[src/rtl/bpr_pkg.sv]
// Package of constants and carrier types for the radio host pin routing block
package bpr_pkg;

    localparam int  SYNC_STAGES   = 2;
    localparam bit  ROUTE_RESET   = 1'b0;
    localparam bit  MASTER_RESET  = 1'b0;
    localparam bit  WAKE_IDLE     = 1'b0;

    // Route states, one-hot
    typedef enum logic [2:0] {
        ROUTE_UART  = 3'b001,
        ROUTE_DRAIN = 3'b010,
        ROUTE_AUDIO = 3'b100
    } bpr_route_t;

    // Internal audio port as seen by the core
    typedef struct packed {
        logic bitClk;
        logic frameSync;
        logic dataOut;
        logic master;
        logic idle;
    } bpr_audio_core_t;

    // Internal UART core signals
    typedef struct packed {
        logic serialOut;
        logic canReceive;
        logic idle;
    } bpr_uart_core_t;

    // One bidirectional pin: output enable low means driven
    typedef struct packed {
        logic out;
        logic oeN;
    } bpr_pin_drive_t;

endpackage : bpr_pkg

[src/rtl/bpr_pin_router.sv]
// Radio host pin routing: UART, wake, audio port and power enables
`timescale 1ns/1ps
module bpr_pin_router (
    input  wire logic                     clk,
    input  wire logic                     sys_rst,
    // Software configuration
    input  wire logic                     routeAudioReq,
    input  wire logic                     audioMasterReq,
    input  wire logic                     gpio0WlanWakeSel,
    // Core side
    input  wire bpr_pkg::bpr_uart_core_t  uartCore,
    input  wire bpr_pkg::bpr_audio_core_t audioCore,
    input  wire logic                     devWakeGpioOut,
    input  wire logic                     devWakeGpioOeN,
    input  wire logic                     hostWakeOut,
    input  wire logic                     wlanWakeEvent,
    input  wire logic                     gpio0Out,
    input  wire logic                     gpio0OeN,
    output logic                          uartRxData,
    output logic                          uartSendAllowed,
    output logic                          audioRxData,
    output logic                          audioBitClkIn,
    output logic                          audioFrameSyncIn,
    output logic                          devWakeIn,
    output logic                          gpio0In,
    output logic                          routeAudioActive,
    output logic                          inbandSleep,
    output logic                          wlanResetActive,
    output logic                          radioResetActive,
    // Pins
    input  wire logic                     hci_send_permit_n_i,
    input  wire logic                     hci_serial_in_i,
    input  wire logic                     radio_wake_from_host_i,
    input  wire logic                     radio_wake_to_host_i,
    input  wire logic                     hci_receive_permit_n_i,
    input  wire logic                     gpio0_i,
    input  wire logic                     wlan_power_enable,
    input  wire logic                     radio_power_enable,
    output logic                          hci_serial_out,
    output bpr_pkg::bpr_pin_drive_t       hciReceivePermitPin,
    output bpr_pkg::bpr_pin_drive_t       hciSendPermitPin,
    output bpr_pkg::bpr_pin_drive_t       radioWakeToHostPin,
    output bpr_pkg::bpr_pin_drive_t       radioWakeFromHostPin,
    output bpr_pkg::bpr_pin_drive_t       gpio0Pin
);
    localparam int NSYNC = 8;

    logic [NSYNC-1:0] pinsRaw;
    logic [NSYNC-1:0] pinsSync;

    // All pin inputs cross into the clock domain before use
    assign pinsRaw = {hci_send_permit_n_i, hci_serial_in_i, radio_wake_from_host_i,
                      radio_wake_to_host_i, hci_receive_permit_n_i, gpio0_i,
                      wlan_power_enable, radio_power_enable};

    bpr_sync #(
        .WIDTH(NSYNC)
    ) u_sync (
        .clk    (clk),
        .sys_rst(sys_rst),
        .async_i(pinsRaw),
        .sync_o (pinsSync)
    );

    logic sendPermitS;
    logic serialInS;
    logic wakeFromHostS;
    logic wakeToHostS;
    logic recvPermitS;
    logic gpio0S;
    logic wlanEnS;
    logic radioEnS;

    assign {sendPermitS, serialInS, wakeFromHostS, wakeToHostS,
            recvPermitS, gpio0S, wlanEnS, radioEnS} = pinsSync;

    bpr_pkg::bpr_route_t route_q;
    bpr_pkg::bpr_route_t route_d;
    logic                master_q;
    logic                master_d;

    // Route machine; leaving or returning to UART waits for both ports to be idle, except when radio power drops
    always_comb begin
        route_d  = route_q;
        master_d = master_q;
        case (route_q)
            bpr_pkg::ROUTE_UART: begin
                if (routeAudioReq && uartCore.idle && audioCore.idle) begin
                    route_d  = bpr_pkg::ROUTE_AUDIO;
                    master_d = audioMasterReq;
                end
            end
            bpr_pkg::ROUTE_AUDIO: begin
                if (!routeAudioReq) begin
                    route_d = bpr_pkg::ROUTE_DRAIN;
                end else if (audioCore.idle) begin
                    master_d = audioMasterReq;
                end
            end
            bpr_pkg::ROUTE_DRAIN: begin
                // Hold pins until the audio frame in flight ends and the UART core is idle
                if (routeAudioReq) begin
                    route_d = bpr_pkg::ROUTE_AUDIO;
                end else if (uartCore.idle && audioCore.idle) begin
                    route_d = bpr_pkg::ROUTE_UART;
                end
            end
            default: begin
                route_d = bpr_pkg::ROUTE_UART;
            end
        endcase
        if (!radioEnS) begin
            route_d  = bpr_pkg::ROUTE_UART;
            master_d = bpr_pkg::MASTER_RESET;
        end
    end

    always_ff @(posedge clk) begin
        if (sys_rst) begin
            route_q  <= bpr_pkg::ROUTE_UART;
            master_q <= bpr_pkg::MASTER_RESET;
        end else begin
            route_q  <= route_d;
            master_q <= master_d;
        end
    end

    logic routed;
    assign routed = (route_q != bpr_pkg::ROUTE_UART);

    // Pin drive computed combinationally, then registered
    logic                    serialOut_d;
    bpr_pkg::bpr_pin_drive_t recvPin_d;
    bpr_pkg::bpr_pin_drive_t sendPin_d;
    bpr_pkg::bpr_pin_drive_t hostWakePin_d;
    bpr_pkg::bpr_pin_drive_t devWakePin_d;
    bpr_pkg::bpr_pin_drive_t gpio0Pin_d;
    logic                    serialOut_q;
    bpr_pkg::bpr_pin_drive_t recvPin_q;
    bpr_pkg::bpr_pin_drive_t sendPin_q;
    bpr_pkg::bpr_pin_drive_t hostWakePin_q;
    bpr_pkg::bpr_pin_drive_t devWakePin_q;
    bpr_pkg::bpr_pin_drive_t gpio0Pin_q;

    always_comb begin
        serialOut_d = uartCore.serialOut;
        // UART mode: permit driven low when receiver can accept
        recvPin_d   = '{out: !uartCore.canReceive, oeN: 1'b0};
        sendPin_d   = '{out: 1'b1, oeN: 1'b1};
        hostWakePin_d = '{out: hostWakeOut, oeN: 1'b0};
        devWakePin_d  = '{out: devWakeGpioOut, oeN: devWakeGpioOeN};
        if (routed) begin
            // Bit clock and sync only driven as master
            recvPin_d     = '{out: audioCore.bitClk, oeN: !master_q};
            sendPin_d     = '{out: audioCore.dataOut, oeN: 1'b0};
            hostWakePin_d = '{out: audioCore.frameSync, oeN: !master_q};
            devWakePin_d  = '{out: 1'b0, oeN: 1'b1};
        end
        if (gpio0WlanWakeSel) begin
            gpio0Pin_d = '{out: wlanWakeEvent, oeN: 1'b0};
        end else begin
            gpio0Pin_d = '{out: gpio0Out, oeN: gpio0OeN};
        end
        if (!radioEnS) begin
            serialOut_d   = 1'b1;
            recvPin_d     = '{out: 1'b1, oeN: 1'b1};
            sendPin_d     = '{out: 1'b1, oeN: 1'b1};
            hostWakePin_d = '{out: bpr_pkg::WAKE_IDLE, oeN: 1'b1};
            devWakePin_d  = '{out: 1'b0, oeN: 1'b1};
        end
        if (!wlanEnS) begin
            gpio0Pin_d = '{out: 1'b0, oeN: 1'b1};
        end
    end

    always_ff @(posedge clk) begin
        if (sys_rst) begin
            serialOut_q   <= 1'b1;
            recvPin_q     <= '{out: 1'b1, oeN: 1'b1};
            sendPin_q     <= '{out: 1'b1, oeN: 1'b1};
            hostWakePin_q <= '{out: 1'b0, oeN: 1'b1};
            devWakePin_q  <= '{out: 1'b0, oeN: 1'b1};
            gpio0Pin_q    <= '{out: 1'b0, oeN: 1'b1};
        end else begin
            serialOut_q   <= serialOut_d;
            recvPin_q     <= recvPin_d;
            sendPin_q     <= sendPin_d;
            hostWakePin_q <= hostWakePin_d;
            devWakePin_q  <= devWakePin_d;
            gpio0Pin_q    <= gpio0Pin_d;
        end
    end

    assign hci_serial_out       = serialOut_q;
    assign hciReceivePermitPin  = recvPin_q;
    assign hciSendPermitPin     = sendPin_q;
    assign radioWakeToHostPin   = hostWakePin_q;
    assign radioWakeFromHostPin = devWakePin_q;
    assign gpio0Pin             = gpio0Pin_q;

    // Core-facing inputs; flow control is forced off while routed
    always_comb begin
        uartRxData       = serialInS;
        uartSendAllowed  = !routed && !sendPermitS && radioEnS;
        audioRxData      = routed ? wakeFromHostS : 1'b0;
        audioBitClkIn    = (routed && !master_q) ? recvPermitS : 1'b0;
        audioFrameSyncIn = (routed && !master_q) ? wakeToHostS : 1'b0;
        devWakeIn        = routed ? 1'b0 : wakeFromHostS;
        gpio0In          = gpio0S;
        routeAudioActive = (route_q == bpr_pkg::ROUTE_AUDIO);
        // Without wake pins sleep must travel as three-wire link frames
        inbandSleep      = routed;
        wlanResetActive  = !wlanEnS;
        radioResetActive = !radioEnS;
    end
endmodule : bpr_pin_router

[src/rtl/bpr_sync.sv]
// Two-flop synchroniser for pin inputs
`timescale 1ns/1ps
module bpr_sync #(
    parameter int WIDTH = 1
) (
    input  wire logic             clk,
    input  wire logic             sys_rst,
    input  wire logic [WIDTH-1:0] async_i,
    output logic      [WIDTH-1:0] sync_o
);
    logic [WIDTH-1:0] stage1_q;
    logic [WIDTH-1:0] stage2_q;

    // Refused at elaboration: a zero-width crossing has nothing to carry
    if (WIDTH < 1) begin : g_bad_width
        $error("bpr_sync WIDTH must be at least one");
    end

    always_ff @(posedge clk) begin
        if (sys_rst) begin
            stage1_q <= '0;
            stage2_q <= '0;
        end else begin
            stage1_q <= async_i;
            stage2_q <= stage1_q;
        end
    end

    assign sync_o = stage2_q;
endmodule : bpr_sync

[config.mk]
export PLATFORM = sky130hd
export DESIGN_NAME = bpr_pin_router
export DESIGN_NICKNAME = d
export VERILOG_FILES = /design/src/rtl/bpr_pkg.sv /design/src/rtl/bpr_pin_router.sv /design/src/rtl/bpr_sync.sv
export SDC_FILE = /design/constraint.sdc
export NUM_CORES = 1
export LEC_CHECK = 0
export ABC_CLOCK_PERIOD_IN_PS = 2150
export BUFFER_PORTS_ARGS = -buffer_cell sky130_fd_sc_hd__buf_2
export CAP_MARGIN = 20
export CELL_PAD_IN_SITES_DETAIL_PLACEMENT = 1
export CELL_PAD_IN_SITES_GLOBAL_PLACEMENT = 1
export CORE_MARGIN = 8
export CORE_UTILIZATION = 36
export CTS_BUF_LIST = sky130_fd_sc_hd__clkbuf_2
export DETAILED_ROUTE_END_ITERATION = 8
export GPL_ROUTABILITY_DRIVEN = 1
export MAX_ROUTING_LAYER = met4
export PLACE_DENSITY_LB_ADDON = 0.1
export SLEW_MARGIN = 10
export SYNTH_ARGS = -nofsm -noshare
export SYNTH_HDL_FRONTEND = slang
export SYNTH_SLANG_ARGS = --single-unit
[constraint.sdc]
create_clock -name clk -period 2.15 [get_ports clk]
set_input_delay 0.215 -clock clk [delete_from_list [all_inputs] [get_ports clk]]
set_output_delay 0.215 -clock clk [all_outputs]
set_load 0.02 [all_outputs]
## After elaboration in Yosys (flattened, before gate mapping)

Cells that the tools add are included.

- Equal/unequal tests: 9
- Multiplexer cells: 17
- Bitwise gates (word level): 3
- Reductions and logical operators: 19

Operators with widths:

| operator | count |
|---|---|
| $mux 3 | 4 |
| $pmux 3 s3 | 1 |
| $mux 1 | 8 |
| $ne 2x2->1 const B | 4 |
| $logic_and 1x1->1 | 6 |
| $logic_not 1->1 | 6 |
| $mux 2 | 3 |
| $reduce_or 3->1 | 2 |
| $reduce_and 4->1 | 1 |
| $reduce_or 2->1 | 2 |
| $eq 3x1->1 const B | 1 |
| $eq 3x2->1 const B | 1 |
| $eq 3x3->1 const B | 1 |
| $ne 3x1->1 const B | 1 |
| $ne 3x3->1 const B | 1 |
| $not 1->1 | 3 |
| $reduce_and 3->1 | 1 |
| $pmux 1 s2 | 1 |
| $reduce_bool 2->1 | 1 |

- Flip-flop bits (word level): 31
- Input bits: 27
- Output and inout port bits: 22
- Word-level logic and storage cells: 63

## Logic depth before layout (Yosys ltp)

- Depth in word-level cells: 4
- Depth in mapped cells: 4
- Gate-level depth less buffers: 4

## Hierarchy

A second synthesis with hierarchy kept.

- Cells, all modules: 96
- Area, all modules: 1,061.0 um^2

Modules (own cells, without submodules):

| module | times used | cells each | area an instance (um^2) | seq. area each (um^2) |
|---|---|---|---|---|
| bpr_pin_router | 1 | 63 | 596.8 | 280.3 |
| bpr_sync | 1 | 33 | 464.2 | 320.3 |

## Worst setup path before layout

Ideal clock, no wire load.

- Kind: register to output
- From: register route_q[0]
- To: output port uartSendAllowed
- Arrival: 1.293 ns
- Required time: 1.935 ns
- Slack: 0.642 ns
- Cell stages (with the launch flop): 4
- Path buffers: 0
- Cells stage by stage: dfxtp_1 -> nor3b_4 -> inv_2 -> nor3_1

- Cells in the longest elaborated chain, start to end: 4

RTL lines:

| item | RTL line | source |
|---|---|---|
| from (decl) | bpr_pin_router.sv:77 | `bpr_pkg::bpr_route_t route_q;` |
| from (signal assigned) | bpr_pin_router.sv:120 | `route_q <= bpr_pkg::ROUTE_UART;` |
| from (signal assigned) | bpr_pin_router.sv:123 | `route_q <= route_d;` |
| $ne 3x1->1 | bpr_pin_router.sv:129 | `assign routed = (route_q != bpr_pkg::ROUTE_UART);` |
| via inbandSleep | bpr_pin_router.sv:27 | `output logic inbandSleep,` |
| $logic_not 1->1 | bpr_pin_router.sv:204 | `uartSendAllowed = !routed && !sendPermitS && radioEnS;` |
| $logic_and 1x1->1 (2 in a row) | bpr_pin_router.sv:204 |  |
| to (decl) | bpr_pin_router.sv:20 | `output logic uartSendAllowed,` |

The timed path passes the listed nets, and every way through them passes these cells.

## Final worst setup path

- From: register route_q[0]
- To: output port uartSendAllowed

- Cells in the longest elaborated chain, start to end: 4

RTL lines:

| item | RTL line |
|---|---|
| $ne 3x1->1 | bpr_pin_router.sv:129 |
| $logic_not 1->1 | bpr_pin_router.sv:204 |
| $logic_and 1x1->1 (2 in a row) | bpr_pin_router.sv:204 |

Every way passes these cells.

==> metrics.txt <==
Sum Neg Setup Slack=0 ps; arrival time worst endpoint=~1600 ps; post-CTS setup buffer count=0; number of antenna diodes=0; compound-gate portion of the synthesized area=0.0698; area grow syn2layout=30.3%; vias in the first global route=843; commonest cells after routing, fill and taps aside=buf_2 (47), dfxtp_1 (30), nor2b_1 (17), nand2_1 (8), clkbuf_2 (6); Crit. Startpoint=route_q[0]; Async S/R FF share, synth=0; capture point of the worst path=uartSendAllowed; Slew Limit Headroom=0.565; Mean Syn Cell Area=roughly 11 µm²; Final Wtd Congestion=0.740; Final Hold Vio Count=0; Final Core Density=0.482; Post-Synth XOR/XNOR Area=0; CP Cell Sequence=nor3b_4, inv_2, nor3_1, buf_2; Clk pin slew, worst setup/hold paths=150 ps; combinational power share=0.083; Final ANT Viol Nets=0; slowest stage delay, CP=430 ps; first-pass GRT wire length=between 3000 and 4000 µm; cell count of the worst reg-to-reg path=3; FF-to-FF Start=route_q[0]; Sequential Power Share=0.633; Hold Path Class=in -> reg; placement-stage cell area=1260 µm²; Total Wirelength=2340 µm; Internal=0.691 mW; register bit total from synthesis=30; CP bufs+invs=2; full die area=4730 µm²; mux contribution to synthesized area=0.0200; Clock Skews=around 13 ps; Die Wd=68.8 µm; fmax=~0.55 GHz; PD cells=around 700 nW/µm²; reg2reg end=radioWakeFromHostPin[0]; Yosys top cell area share=0.599; Filler cells=340; area occupied by multi-input gates=369 µm²; Syn. warnings=0; total global-route track usage=0.107; core area=roughly 2700 µm²; Sw Ratio=0.242; Max VDD drop=542 µV; Synth area leader=dfxtp_1; storage element area=601 µm²; HPWL Detailed=1800 µm; Design Power=0.912 mW; Post-Synthesis Cells=95; CTS H-tree lvls=2; # DRC=0; largest family of logic cells by synthesized area=simple AND/OR/NAND/NOR gates; layout cells sized above 1=0.381; drt via density=4.58; leakage power=approximately 0.6 nW; hold_ws=64.8 ps; outcome=finished, final reports clean; pin count of the biggest net entering global routing=21; hold_sp=devWakeGpioOeN; commonest non-fill, non-tap cell in the layout=buf_2; CP Max Fanout=8; sequential area share after synthesis=0.599; chip height=68.8 µm; Resize count post-CTS=0; CP delay by family, top=simple AND/OR/NAND/NOR gates; Psw=around 0.22 mW; Worst Path Required=about 1900 ps; RSZ-0062 raised after global routing=no; post-route cell area=1310 µm²; slowest CP cell=dfxtp_1; io pins=49; max_cap viols=0; final-report setup violation count=0; GRT overflow=0; Placement Rows=19; Post-synth EDFFs=0; syn_nets=122; CTS buffer count=5; post-synth cell types=26; top_reg_cell synth=dfxtp_1; min cycle time layout=~1800 ps; first-pass iteration count of the detailed router=3; # nets final=173; Setup CP Type=reg -> out; initial core utilization=0.370; critical path depth=4; r2r setup slk=780 ps; Clock Power Share=0.283; PortBufs=47; DR WL/cell=around 13 µm; antenna violations before repair=0; CTS root buf=clkbuf_2; Clock Path Buffers=2; main area contributors after synthesis=dfxtp_1 (60%), nor2b_1 (11%), nand2b_1 (3.1%); Cell Area, Synth=~1000 µm²; Synth Area in Simple Gates=0.278; period utilization=0.842; DR vias=815; Critical Path Source Type=flip-flop; Post-CTS Hold Buffers=0; DRC marker count from the first detailed-route iteration=25; Synth Area in Adders=0; clk_lat worst skew=330 ps; Sink Count=30; crit path capture type=output pin; CTS tree=yes; pin slew with the least headroom to its limit=around 650 ps; fin. max-slew vios=0
how the worst min path moves through the flow:
stage                         endpoint  slack (ps)  cells past startpoint
4_1_cts                 hci_serial_out          20                      2
6_report       radioWakeFromHostPin[0]          60                      2
5_1_grt        radioWakeFromHostPin[0]          10                      2
3_3_place_gp            hci_serial_out         400                      2
3_5_place_dp            hci_serial_out         410                      2
2_1_floorplan               route_q[1]         300                      1
state kept, by name, summed over array words and instances, names as in the netlist, 2 cells and up:
signal                count
radioWakeFromHostPin      2
u_sync.sync_o             8
hciSendPermitPin          2
gpio0Pin                  2
hciReceivePermitPin       2
route_q                   3
u_sync.stage1_q           8
routing by layer:
metal / wire length, µm / GRT usage / vias to the layer above / share of wire
met5: 0 / - / - / 0
met3: 290 / 0.0630 / 2 / 0.12
met4: 6 / 0.0301 / 0 / 0.0026
li1: - / - / 415 / -
met1: 977 / 0.107 / 360 / 0.42
met2: 1060 / 0.175 / 38 / 0.45
area by class of cell:
type / count / area share
repair buffers: 48 / 0.188
well taps: 31 / 0.0297
inverters: 4 / 0.0115
multi-input cells: 57 / 0.282
clock inverters: 2 / 0.00670
flip-flops and latches: 30 / 0.459
clock buffers: 6 / 0.0230
power by group through the flow:
stage | Sequential [mW] | Clock [mW] | Combinational [mW]
2_1_floorplan | 0.594 | 0 | 0.0342
3_3_place_gp | 0.589 | 0 | 0.0732
3_5_place_dp | 0.590 | 0 | 0.0761
4_1_cts | 0.578 | 0.277 | 0.0762
5_1_grt | 0.579 | 0.305 | 0.0842
6_report | 0.577 | 0.258 | 0.0761
through the flow:
step | setup slack [ps] | std cells
after floorplan | 642 | 95
after global placement | 747 | 169
after detailed placement | 708 | 169
after CTS | 284 | 177
after global routing | 156 | 178
final | 340 | 178
Yosys cell counts (2+ instances only):
cell / number
a211oi_1: 2
a21oi_1: 2
and2_1: 2
clkbuf_1: 3
dfxtp_1: 30
inv_1: 3
mux2i_1: 2
nand2_1: 8
nand2b_1: 5
nand3b_1: 2
nor2b_1: 17
nor3_1: 2
nor3b_1: 2
o21ai_1: 2
or3_1: 2
cells by family (layout without fill, tap and decap cells):
logic type	count (synthesis)	in the layout
buf+inv	8	60
simple gates	45	45
mux	2	2
compound gates	10	10
flops	30	30
Power figures use the tool's default switching activity.
